`config.mk`:
```
export PLATFORM = sky130hd
export DESIGN_NAME = uitc_top
export DESIGN_NICKNAME = d
export VERILOG_FILES = /design/src/uitc_pkg.sv /design/src/uitc_top.sv
export SDC_FILE = /design/constraint.sdc
export NUM_CORES = 1
export LEC_CHECK = 0
export ABC_CLOCK_PERIOD_IN_PS = 1500
export BUFFER_PORTS_ARGS = -buffer_cell sky130_fd_sc_hd__buf_2
export CAP_MARGIN = 30
export CORE_ASPECT_RATIO = 1.1
export CORE_MARGIN = 10
export CORE_UTILIZATION = 40
export CTS_CLUSTER_SIZE = 20
export DETAILED_ROUTE_END_ITERATION = 8
export MAX_ROUTING_LAYER = met4
export PLACE_DENSITY = 0.85
export RECOVER_POWER = 50
export SYNTH_ARGS = -nofsm -noshare
export SYNTH_HDL_FRONTEND = slang
export SYNTH_SLANG_ARGS = --single-unit
```
`constraint.sdc`:
```
create_clock -name sys_clk -period 1.5 [get_ports sys_clk]
set_input_delay 0.3 -clock sys_clk [delete_from_list [all_inputs] [get_ports sys_clk]]
set_output_delay 0.3 -clock sys_clk [all_outputs]
set_load 0.005 [all_outputs]
```
`src/uitc_pkg.sv`:
```
package uitc_pkg;
  // -------------------------------------------------
  // Register map
  // -------------------------------------------------
  localparam logic [11:0] TIMING_CFG_OFS = 12'h084;
  localparam int HS_CAL_LSB = 13;
  localparam int FS_CAL_LSB = 4;
  localparam int SCALE_LSB = 0;
  localparam logic [2:0] CAL_RST = 3'h0;
  localparam logic [1:0] SCALE_RST = 2'h0;
  // -------------------------------------------------
  // Timing figures, in bit times
  // -------------------------------------------------
  localparam int PHY_CLK_MHZ = 60;
  localparam int HS_WIN_MIN = 736;
  localparam int HS_WIN_MAX = 816;
  localparam logic [9:0] HS_BASE_BITS = 10'h2e0;
  localparam logic [9:0] HS_BITS_PER_CLK = 10'h008;
  // Full speed in tenths of a bit time
  localparam int FS_WIN_MIN_T = 160;
  localparam int FS_WIN_MAX_T = 180;
  localparam logic [7:0] FS_BASE_TENTHS = 8'ha0;
  localparam logic [7:0] FS_TENTHS_PER_CLK = 8'h02;
  // -------------------------------------------------
  // Types
  // -------------------------------------------------
  typedef struct packed {
    logic [2:0] hs_timeout_extra_clocks_image;
    logic [2:0] fs_timeout_extra_clocks_image;
  } uitc_image_t;
  typedef struct packed {
    logic psel;
    logic penable;
    logic pwrite;
    logic [11:0] paddr;
    logic [31:0] pwdata;
  } uitc_apb_req_t;
  typedef struct packed {
    logic [31:0] prdata;
    logic pready;
    logic pslverr;
  } uitc_apb_rsp_t;
  typedef enum logic [1:0] {
    ST_WAIT = 2'b00,
    ST_LOAD = 2'b01,
    ST_RUN = 2'b11
  } uitc_state_t;
endpackage

```
`src/uitc_top.sv`:
```
`timescale 1ns/1ps
// Notes on behaviour
// - HS extra clocks times bit factor added to HS base timeout.
// - HS base timeout lies within 736 to 816 bit times.
// - Each HS extra clock adds eight bit times.
// - FS extra clocks times bit factor added to FS base timeout.
// - FS base timeout lies within 16 to 18 bit times.
// - Each FS extra clock adds two tenths of a bit time.
// - Only the 60 MHz transceiver factors are used.
// - Scale 00 keeps all timers at full length.
// - Scale 01 shortens all but suspend and resume.
// - Scale 10 shortens only suspend and resume.
// - Scale 11 shortens both groups.
// - Scale field is read/write and resets to 00.
// - Calibration fields default to EEPROM image, else OTP, else zero.
// - USB or lite reset reloads calibration fields from last image; scale keeps its value.
module uitc_top
(
  input wire logic sys_clk,
  input wire logic resetn,
  input wire uitc_pkg::uitc_apb_req_t apb_req,
  output uitc_pkg::uitc_apb_rsp_t apb_rsp,
  input wire logic image_done,
  input wire logic eeprom_present,
  input wire uitc_pkg::uitc_image_t eeprom_image,
  input wire logic otp_present,
  input wire uitc_pkg::uitc_image_t otp_image,
  input wire logic usb_reset,
  input wire logic lite_reset_request,
  output logic [9:0] hs_timeout_bits,
  output logic [7:0] fs_timeout_tenths,
  output logic scale_other_timers,
  output logic scale_suspend_resume,
  output logic cfg_ready
);
  import uitc_pkg::*;

  // -------------------------------------------------
  // Declarations
  // -------------------------------------------------
  uitc_state_t state_ff;
  uitc_state_t nxt_state;
  uitc_image_t img_ff;
  uitc_apb_rsp_t rsp_ff;
  logic [2:0] hs_cal_ff;
  logic [2:0] fs_cal_ff;
  logic [1:0] scale_ff;
  logic [9:0] hs_tout_ff;
  logic [7:0] fs_tout_ff;
  logic sc_other_ff;
  logic sc_susp_ff;
  logic ready_ff;
  logic setup;
  logic hit;
  logic wr_en;
  logic reload;

  // Register decode, used by read and write paths
  function automatic logic addr_hit(input logic [11:0] a);
    if (a == TIMING_CFG_OFS)
      return 1'b1;
    else
      return 1'b0;
  endfunction

  // Image selection by source priority
  function automatic uitc_image_t pick_image(
    input logic ee_p,
    input uitc_image_t ee,
    input logic otp_p,
    input uitc_image_t otp
  );
    if (ee_p)
      return ee;
    else if (otp_p)
      return otp;
    else
      return '0;
  endfunction

  // -------------------------------------------------
  // Bus strobes
  // -------------------------------------------------
  assign setup = apb_req.psel & ~apb_req.penable;
  assign hit = addr_hit(apb_req.paddr);
  assign wr_en = apb_req.psel & apb_req.penable & rsp_ff.pready
    & apb_req.pwrite & hit;
  assign reload = usb_reset | lite_reset_request;

  // -------------------------------------------------
  // Loader state machine
  // -------------------------------------------------
  // Next state
  always_comb
  begin
    nxt_state = state_ff;
    case (state_ff)
      ST_WAIT:
      begin
        if (image_done)
          nxt_state = ST_LOAD;
      end
      ST_LOAD:
        nxt_state = ST_RUN;
      ST_RUN:
        nxt_state = ST_RUN;
      default:
        nxt_state = ST_WAIT;
    endcase
  end

  // State register
  always_ff @(posedge sys_clk or negedge resetn)
  begin
    if (!resetn)
      state_ff <= ST_WAIT;
    else
      state_ff <= nxt_state;
  end

  // Ready flag, flopped so the pin comes from a register
  always_ff @(posedge sys_clk or negedge resetn)
  begin
    if (!resetn)
      ready_ff <= 1'b0;
    else
      ready_ff <= (nxt_state == ST_RUN);
  end

  // Captured image, kept for later reloads
  always_ff @(posedge sys_clk or negedge resetn)
  begin
    if (!resetn)
      img_ff <= '0;
    else if (state_ff == ST_WAIT && image_done)
      img_ff <= pick_image(eeprom_present, eeprom_image,
        otp_present, otp_image);
  end

  // -------------------------------------------------
  // Configuration fields
  // -------------------------------------------------
  // Calibration counts: load, reload, then software
  always_ff @(posedge sys_clk or negedge resetn)
  begin
    if (!resetn)
    begin
      hs_cal_ff <= CAL_RST;
      fs_cal_ff <= CAL_RST;
    end
    else if (state_ff == ST_LOAD || reload)
    begin
      hs_cal_ff <= img_ff.hs_timeout_extra_clocks_image;
      fs_cal_ff <= img_ff.fs_timeout_extra_clocks_image;
    end
    else if (wr_en)
    begin
      hs_cal_ff <= apb_req.pwdata[HS_CAL_LSB +: 3];
      fs_cal_ff <= apb_req.pwdata[FS_CAL_LSB +: 3];
    end
  end

  // Scale-down select, plain read/write
  always_ff @(posedge sys_clk or negedge resetn)
  begin
    if (!resetn)
      scale_ff <= SCALE_RST;
    else if (wr_en)
      scale_ff <= apb_req.pwdata[SCALE_LSB +: 2];
  end

  // -------------------------------------------------
  // Timeout computation
  // -------------------------------------------------
  // Base plus count times the 60 MHz factor
  always_ff @(posedge sys_clk or negedge resetn)
  begin
    if (!resetn)
    begin
      hs_tout_ff <= HS_BASE_BITS;
      fs_tout_ff <= FS_BASE_TENTHS;
    end
    else
    begin
      hs_tout_ff <= HS_BASE_BITS + 10'({7'h0, hs_cal_ff} * HS_BITS_PER_CLK);
      fs_tout_ff <= FS_BASE_TENTHS + 8'({5'h0, fs_cal_ff} * FS_TENTHS_PER_CLK);
    end
  end

  // Scale-down enables per timer group
  always_ff @(posedge sys_clk or negedge resetn)
  begin
    if (!resetn)
    begin
      sc_other_ff <= 1'b0;
      sc_susp_ff <= 1'b0;
    end
    else
    begin
      sc_other_ff <= scale_ff[0];
      sc_susp_ff <= scale_ff[1];
    end
  end

  // -------------------------------------------------
  // APB slave answer
  // -------------------------------------------------
  // One wait-free access cycle; unmapped gives error
  always_ff @(posedge sys_clk or negedge resetn)
  begin
    if (!resetn)
      rsp_ff <= '0;
    else if (setup)
    begin
      rsp_ff.pready <= 1'b1;
      rsp_ff.pslverr <= ~hit;
      rsp_ff.prdata <= '0;
      if (hit && !apb_req.pwrite)
      begin
        rsp_ff.prdata[HS_CAL_LSB +: 3] <= hs_cal_ff;
        rsp_ff.prdata[FS_CAL_LSB +: 3] <= fs_cal_ff;
        rsp_ff.prdata[SCALE_LSB +: 2] <= scale_ff;
      end
    end
    else
      rsp_ff <= '0;
  end

  // Outputs straight from flops
  assign apb_rsp = rsp_ff;
  assign hs_timeout_bits = hs_tout_ff;
  assign fs_timeout_tenths = fs_tout_ff;
  assign scale_other_timers = sc_other_ff;
  assign scale_suspend_resume = sc_susp_ff;
  assign cfg_ready = ready_ff;
endmodule // uitc_top

```
# Yosys cells after proc, flatten, opt, wreduce, memory -nomap -nowiden
# Index checks and enable logic that the tools add are counted.
word_totals:
  output_inout_bits: 55
  ff_bits: 71
  in_bits: 66
  wordCells: 48
op_classes:
  addsub: 2
  mux: 13
  bitwise: 8
  eq_ne: 4
  n_reduce_logical: 7
ops:
  columns: ["op", "n"]
  rows:
  - ["18-bit 2-to-1 mux", 1]
  - ["3-bit 2-to-1 mux", 6]
  - ["12-bit by 8-bit == test with 1-bit output (second input constant)", 1]
  - ["6-bit 2-to-1 mux", 2]
  - ["10-bit by 6-bit adder with 10-bit output (first input constant)", 1]
  - ["8-bit by 4-bit adder with 8-bit output (first input constant)", 1]
  - ["1-bit bitwise AND", 5]
  - ["2-bit == test (second input constant)", 2]
  - ["2-bit 2-to-1 mux", 2]
  - ["2-bit one-hot mux with 2 select lines", 1]
  - ["2-bit by 1-bit == test with 1-bit output (second input constant)", 1]
  - ["1-bit logical AND", 2]
  - ["2-bit logical NOT", 1]
  - ["1-bit NOT", 2]
  - ["2-bit nonzero test", 1]
  - ["2-bit OR reduction", 1]
  - ["1-bit logical NOT", 1]
  - ["1-bit logical OR", 1]
  - ["1-bit 2-to-1 mux", 1]
  - ["1-bit OR", 1]

# Depth between registers and ports, before layout
depth:
  word_depth: 6
  mapped_depth: 5
  mapped_depth_nobuf: 4

# Least setup slack after synthesis
# OpenSTA, ideal clock, no wires.
synth_path:
  path_kind: "input to register"
  from: "input apb_req[33] (netlist bit)"
  to: "register scale_ff[0]"
  arrival_ns: 1.166
  t_required_ns: 1.375
  path_stages: 3
  path_buffers: 0
  slack_ns: 0.210
  setup_ns: 0.125
  path_cell_list: "nor4_4 > nand4_4 > mux2_2"
synth_via:
  elab_chain_len: 3
synth_rtl:
  columns: ["item", "line", "rtl"]
  rows:
  - ["from (decl)", "uitc_top.sv:21", "input wire uitc_pkg::uitc_apb_req_t apb_req,"]
  - ["12-bit by 8-bit == test with 1-bit output", "uitc_top.sv:60", "if (a == TIMING_CFG_OFS)"]
  - ["1-bit 2-to-1 mux", "uitc_top.sv:60", null]
  - ["1-bit bitwise AND", "uitc_top.sv:87", "& apb_req.pwrite & hit;"]
  - ["to (signal assigned)", "uitc_top.sv:169", "scale_ff <= apb_req.pwdata[SCALE_LSB +: 2];"]
  - ["to (decl)", "uitc_top.sv:47", "logic [1:0] scale_ff;"]
# No other way between the ends.
# A chain may end at the register's enable or synchronous reset.

# Final worst setup path
layout_path:
  from: "input apb_req[33] (netlist bit)"
  to: "register rsp_ff (netlist bit apb_rsp[6])"
layout_via:
  elab_chain_len: 5
layout_rtl:
  columns: ["item", "line", "rtl"]
  rows:
  - ["12-bit by 8-bit == test with 1-bit output", "uitc_top.sv:60", null]
  - ["1-bit 2-to-1 mux", "uitc_top.sv:60", null]
  - ["1-bit logical AND", "uitc_top.sv:218", "if (hit && !apb_req.pwrite)"]
  - ["3-bit 2-to-1 mux", "uitc_top.sv:218", null]
  - ["18-bit 2-to-1 mux", "uitc_top.sv:213", "else if (setup)"]
  - ["to (decl)", "uitc_top.sv:44", "uitc_apb_rsp_t rsp_ff;"]
# No other way between the ends.

==> results.py <==
metrics = {
    "global_routing": {
        "grt_pass1_vias": 1188,
        "track_usage_pct": 10.01,
        "grt_max_degree": 29,
        "antenna_found_initial": 0,
        "grt_pass1_wl_um": 5292,
        "globalRoute.totalOverflow": 0,
    },
    "power_and_ir_drop": {
        "p_sw_share_pct": 24.88,
        "p_leak_uw": 0.001091,
        "vdd_drop_max_v": 0.0003054,
        "p_sw_uw": 547.7,
        "p_seq_share_pct": 53.9,
        "p_comb_share_pct": 15.2,
        "power.density_nw_per_um2": 1103,
        "clkPwrFrac_pct": 30.9,
        "p_int_uw": 1654,
        "power_uw": 2201,
    },
    "worst_setup_path": {
        "reg2reg_to": "scale_ff[1]",
        "arrival_ns": 1.44,
        "r2r_cells": 3,
        "cp-start-kind": "input pin",
        "cp_data_required_time_ns": 1.72,
        "cp_max_fo": 8,
        "r2r_setup_slack_ns": 0.28,
        "r2r-start": "apb_rsp[1]",
        "crit_type": "input pin to flip-flop",
        "critPathCaptureType": "flip-flop",
    },
    "clock_tree": {
        "cts_buffers": 5,
        "cts_root_buf": "clkbuf_8",
        "cts_resized": 0,
        "clk_path_buf_depth": 2,
        "worstSkewPairLatency_ns": 0.28,
        "cts_tree": "built",
        "cts_max_level": 2,
        "clkSlewWorstSetupHoldPaths_ns": 0.07,
        "clock-sinks": 36,
    },
    "worst_hold_path": {
        "min_from": "apb_req[45]",
        "worstHoldPathCells": 2,
        "min_to": "apb_rsp[1]",
        "hp-class": "input pin to flip-flop",
    },
    "route": {
        "drtIter0Drc": 23,
        "firstDrtPassIters": 4,
        "antenna_left": 0,
        "num_vias": 1082,
        "routedWlPerCell_um": 13.35,
        "via_per_inst": 4.162,
        "drc": 0,
        "routed_wl_um": 3471,
    },
    "finish": {
        "layout_commonest_cell": "buf_2",
        "final_cell_mix": "buf_2 (62), dfrtp_1 (35), conb_1 (33)",
        "antenna_cells": 0,
        "final_layout_size_suffix_gt1_share_pct": 38.94,
        "fin_nets": 273,
        "area_growth_pct": 21.38,
    },
    "placement": {
        "port_buffers": 63,
        "hpwl_um": 3014,
        "place_congestion": 0.7032,
    },
    "timing": {
        "rsz0062_at_grt": "false",
        "setup_tns_ns": 0,
        "post-route-min-period_ns": 1.223,
        "finalClockSkew_ns": 0.005565,
        "drv_slew": 0,
        "hold_viol": 0,
        "fmax_ghz": 0.8179,
        "max_slew.worst_pin.slew_ns": 0.5657,
        "fin_crit_sh_pct": 81.51,
        "slew_headroom_pct": 62.29,
        "setup_violations": 0,
    },
    "synth": {
        "avgSynthCellArea_um2": 11.58,
        "syn_inst": 142,
        "synth-seq-cells": 36,
        "yosysSeqAreaShare_pct": 54.87,
        "synthDistinctLibCells": 23,
        "synth.cell_area_um2": 1644,
        "yosys_warnings": 0,
    },
    "die": {
        "fp.dieH_um": 87.24,
        "dieWidth_um": 81.13,
        "io_pins": 121,
        "core-area_um2": 3964,
        "initial_core_util_pct": 41.48,
        "fp.dieArea_um2": 7077,
        "rows": 24,
    },
    "run_status": {
        "status": "completed",
    },
    "run": {
        "maxCapViolCount": 0,
    },
}
## sequential cells by signal, summed over array words and instances (netlist names), 2 cells and up
| name | flops |
|---|---|
| state_ff | 2 |
| hs_timeout_bits | 4 |
| hs_cal_ff | 3 |
| fs_cal_ff | 3 |
| apb_rsp | 10 |
| img_ff | 6 |
| scale_ff | 2 |
| fs_timeout_tenths | 3 |
## kinds of logic after synthesis
| kind of cell | share of synthesized area [%] |
|---|---|
| flip-flops | 54.87 |
| AND/OR/NAND/NOR | 15.30 |
| AO/OA/AOI/OAI | 6.697 |
| buffers and inverters | 17.66 |
| multiplexers | 5.023 |
| other | 0.4568 |
## power by group through the flow
stage	registers, µW	clock network, µW	logic (µW)
floorplan	1200	0	234
global placement	1200	0	324
detailed placement	1210	0	336
CTS	1190	703	340
global route	1210	741	387
finish	1190	681	335
## stage by stage
| step | cells | setup WS [ns] | instance area (µm²) | util (%) | hold slack, ns |
|---|---|---|---|---|---|
| final | 260 | 0.2774 | 1996 | 50.35 | 0.2079 |
| after global routing | 260 | 0.1977 | 1996 | 50.35 | 0.2101 |
| after CTS | 260 | 0.2647 | 1997 | 50.38 | 0.1997 |
| after detailed placement | 251 | -0.02749 | 1893 | 47.76 | 0.1733 |
| after global placement | 251 | 0.02580 | 1893 | 47.76 | 0.1659 |
| after floorplan | 173 | 0.2097 | 1760 | - | 0.004409 |
## routing by layer
metal	track usage, %	wire (µm)	vias up
met3	3.926	383	5
met2	16.23	1685	67
met5	-	0	-
li1	-	-	526
met1	10.47	1342	484
met4	4.567	60	0
## worst max-delay path by stage
stage                           start  slack [ns]           to  cells past startpoint
after floorplan           apb_req[33]        0.21  scale_ff[0]                      3
final                     apb_req[33]        0.28   apb_rsp[6]                      5
after global placement    apb_req[41]        0.03  scale_ff[0]                      4
after detailed placement  apb_req[33]       -0.03   apb_rsp[6]                      5
after CTS                  apb_rsp[1]        0.26  scale_ff[1]                      3
after global routing      apb_req[41]        0.20  apb_rsp[16]                      5
## area by class of cell
type	count	area [µm²]
multi-input combinational	95	568.0
clock inverter	1	7.507
timing repair buffer	67	359.1
fill	366	1968
clock buffer	7	86.33
inverter	2	7.507
tap	52	65.06
sequential	36	902.1
## cell usage after synthesis (all sizes together)
| cell type | number | share of area [%] |
|---|---|---|
| a21oi | 13 | 4.0 |
| mux2 | 2 | 1.4 |
| dfrtp | 35 | 53 |
| and4bb | 1 | 0.76 |
| mux2i | 6 | 3.7 |
| nand3 | 1 | 0.61 |
| buf | 36 | 16 |
| a22oi | 5 | 2.3 |
| a211oi | 1 | 0.46 |
| and4 | 1 | 0.53 |
| nor2 | 14 | 3.2 |
| and2 | 9 | 3.4 |
| nand4 | 1 | 1.3 |
| nand2b | 2 | 0.76 |
| nor3b | 1 | 1.1 |
| nor4 | 2 | 2.6 |
| nand2 | 1 | 0.23 |
| inv | 2 | 0.46 |
| nor2b | 2 | 0.76 |
| conb | 2 | 0.46 |
| clkbuf | 4 | 0.91 |
| dfstp | 1 | 1.6 |
## repair_timing
action	CTS	global route
setup buffers	0	0
hold buffers	1	0
endpoints found under the hold margin	8	0
## critical path: stages
cell and delay (ns):
buf_2 0.11, nor4_4 0.36, nand3_2 0.15, nor3b_4 0.34, and2_1 0.18
(Power assumes the default switching activity.)
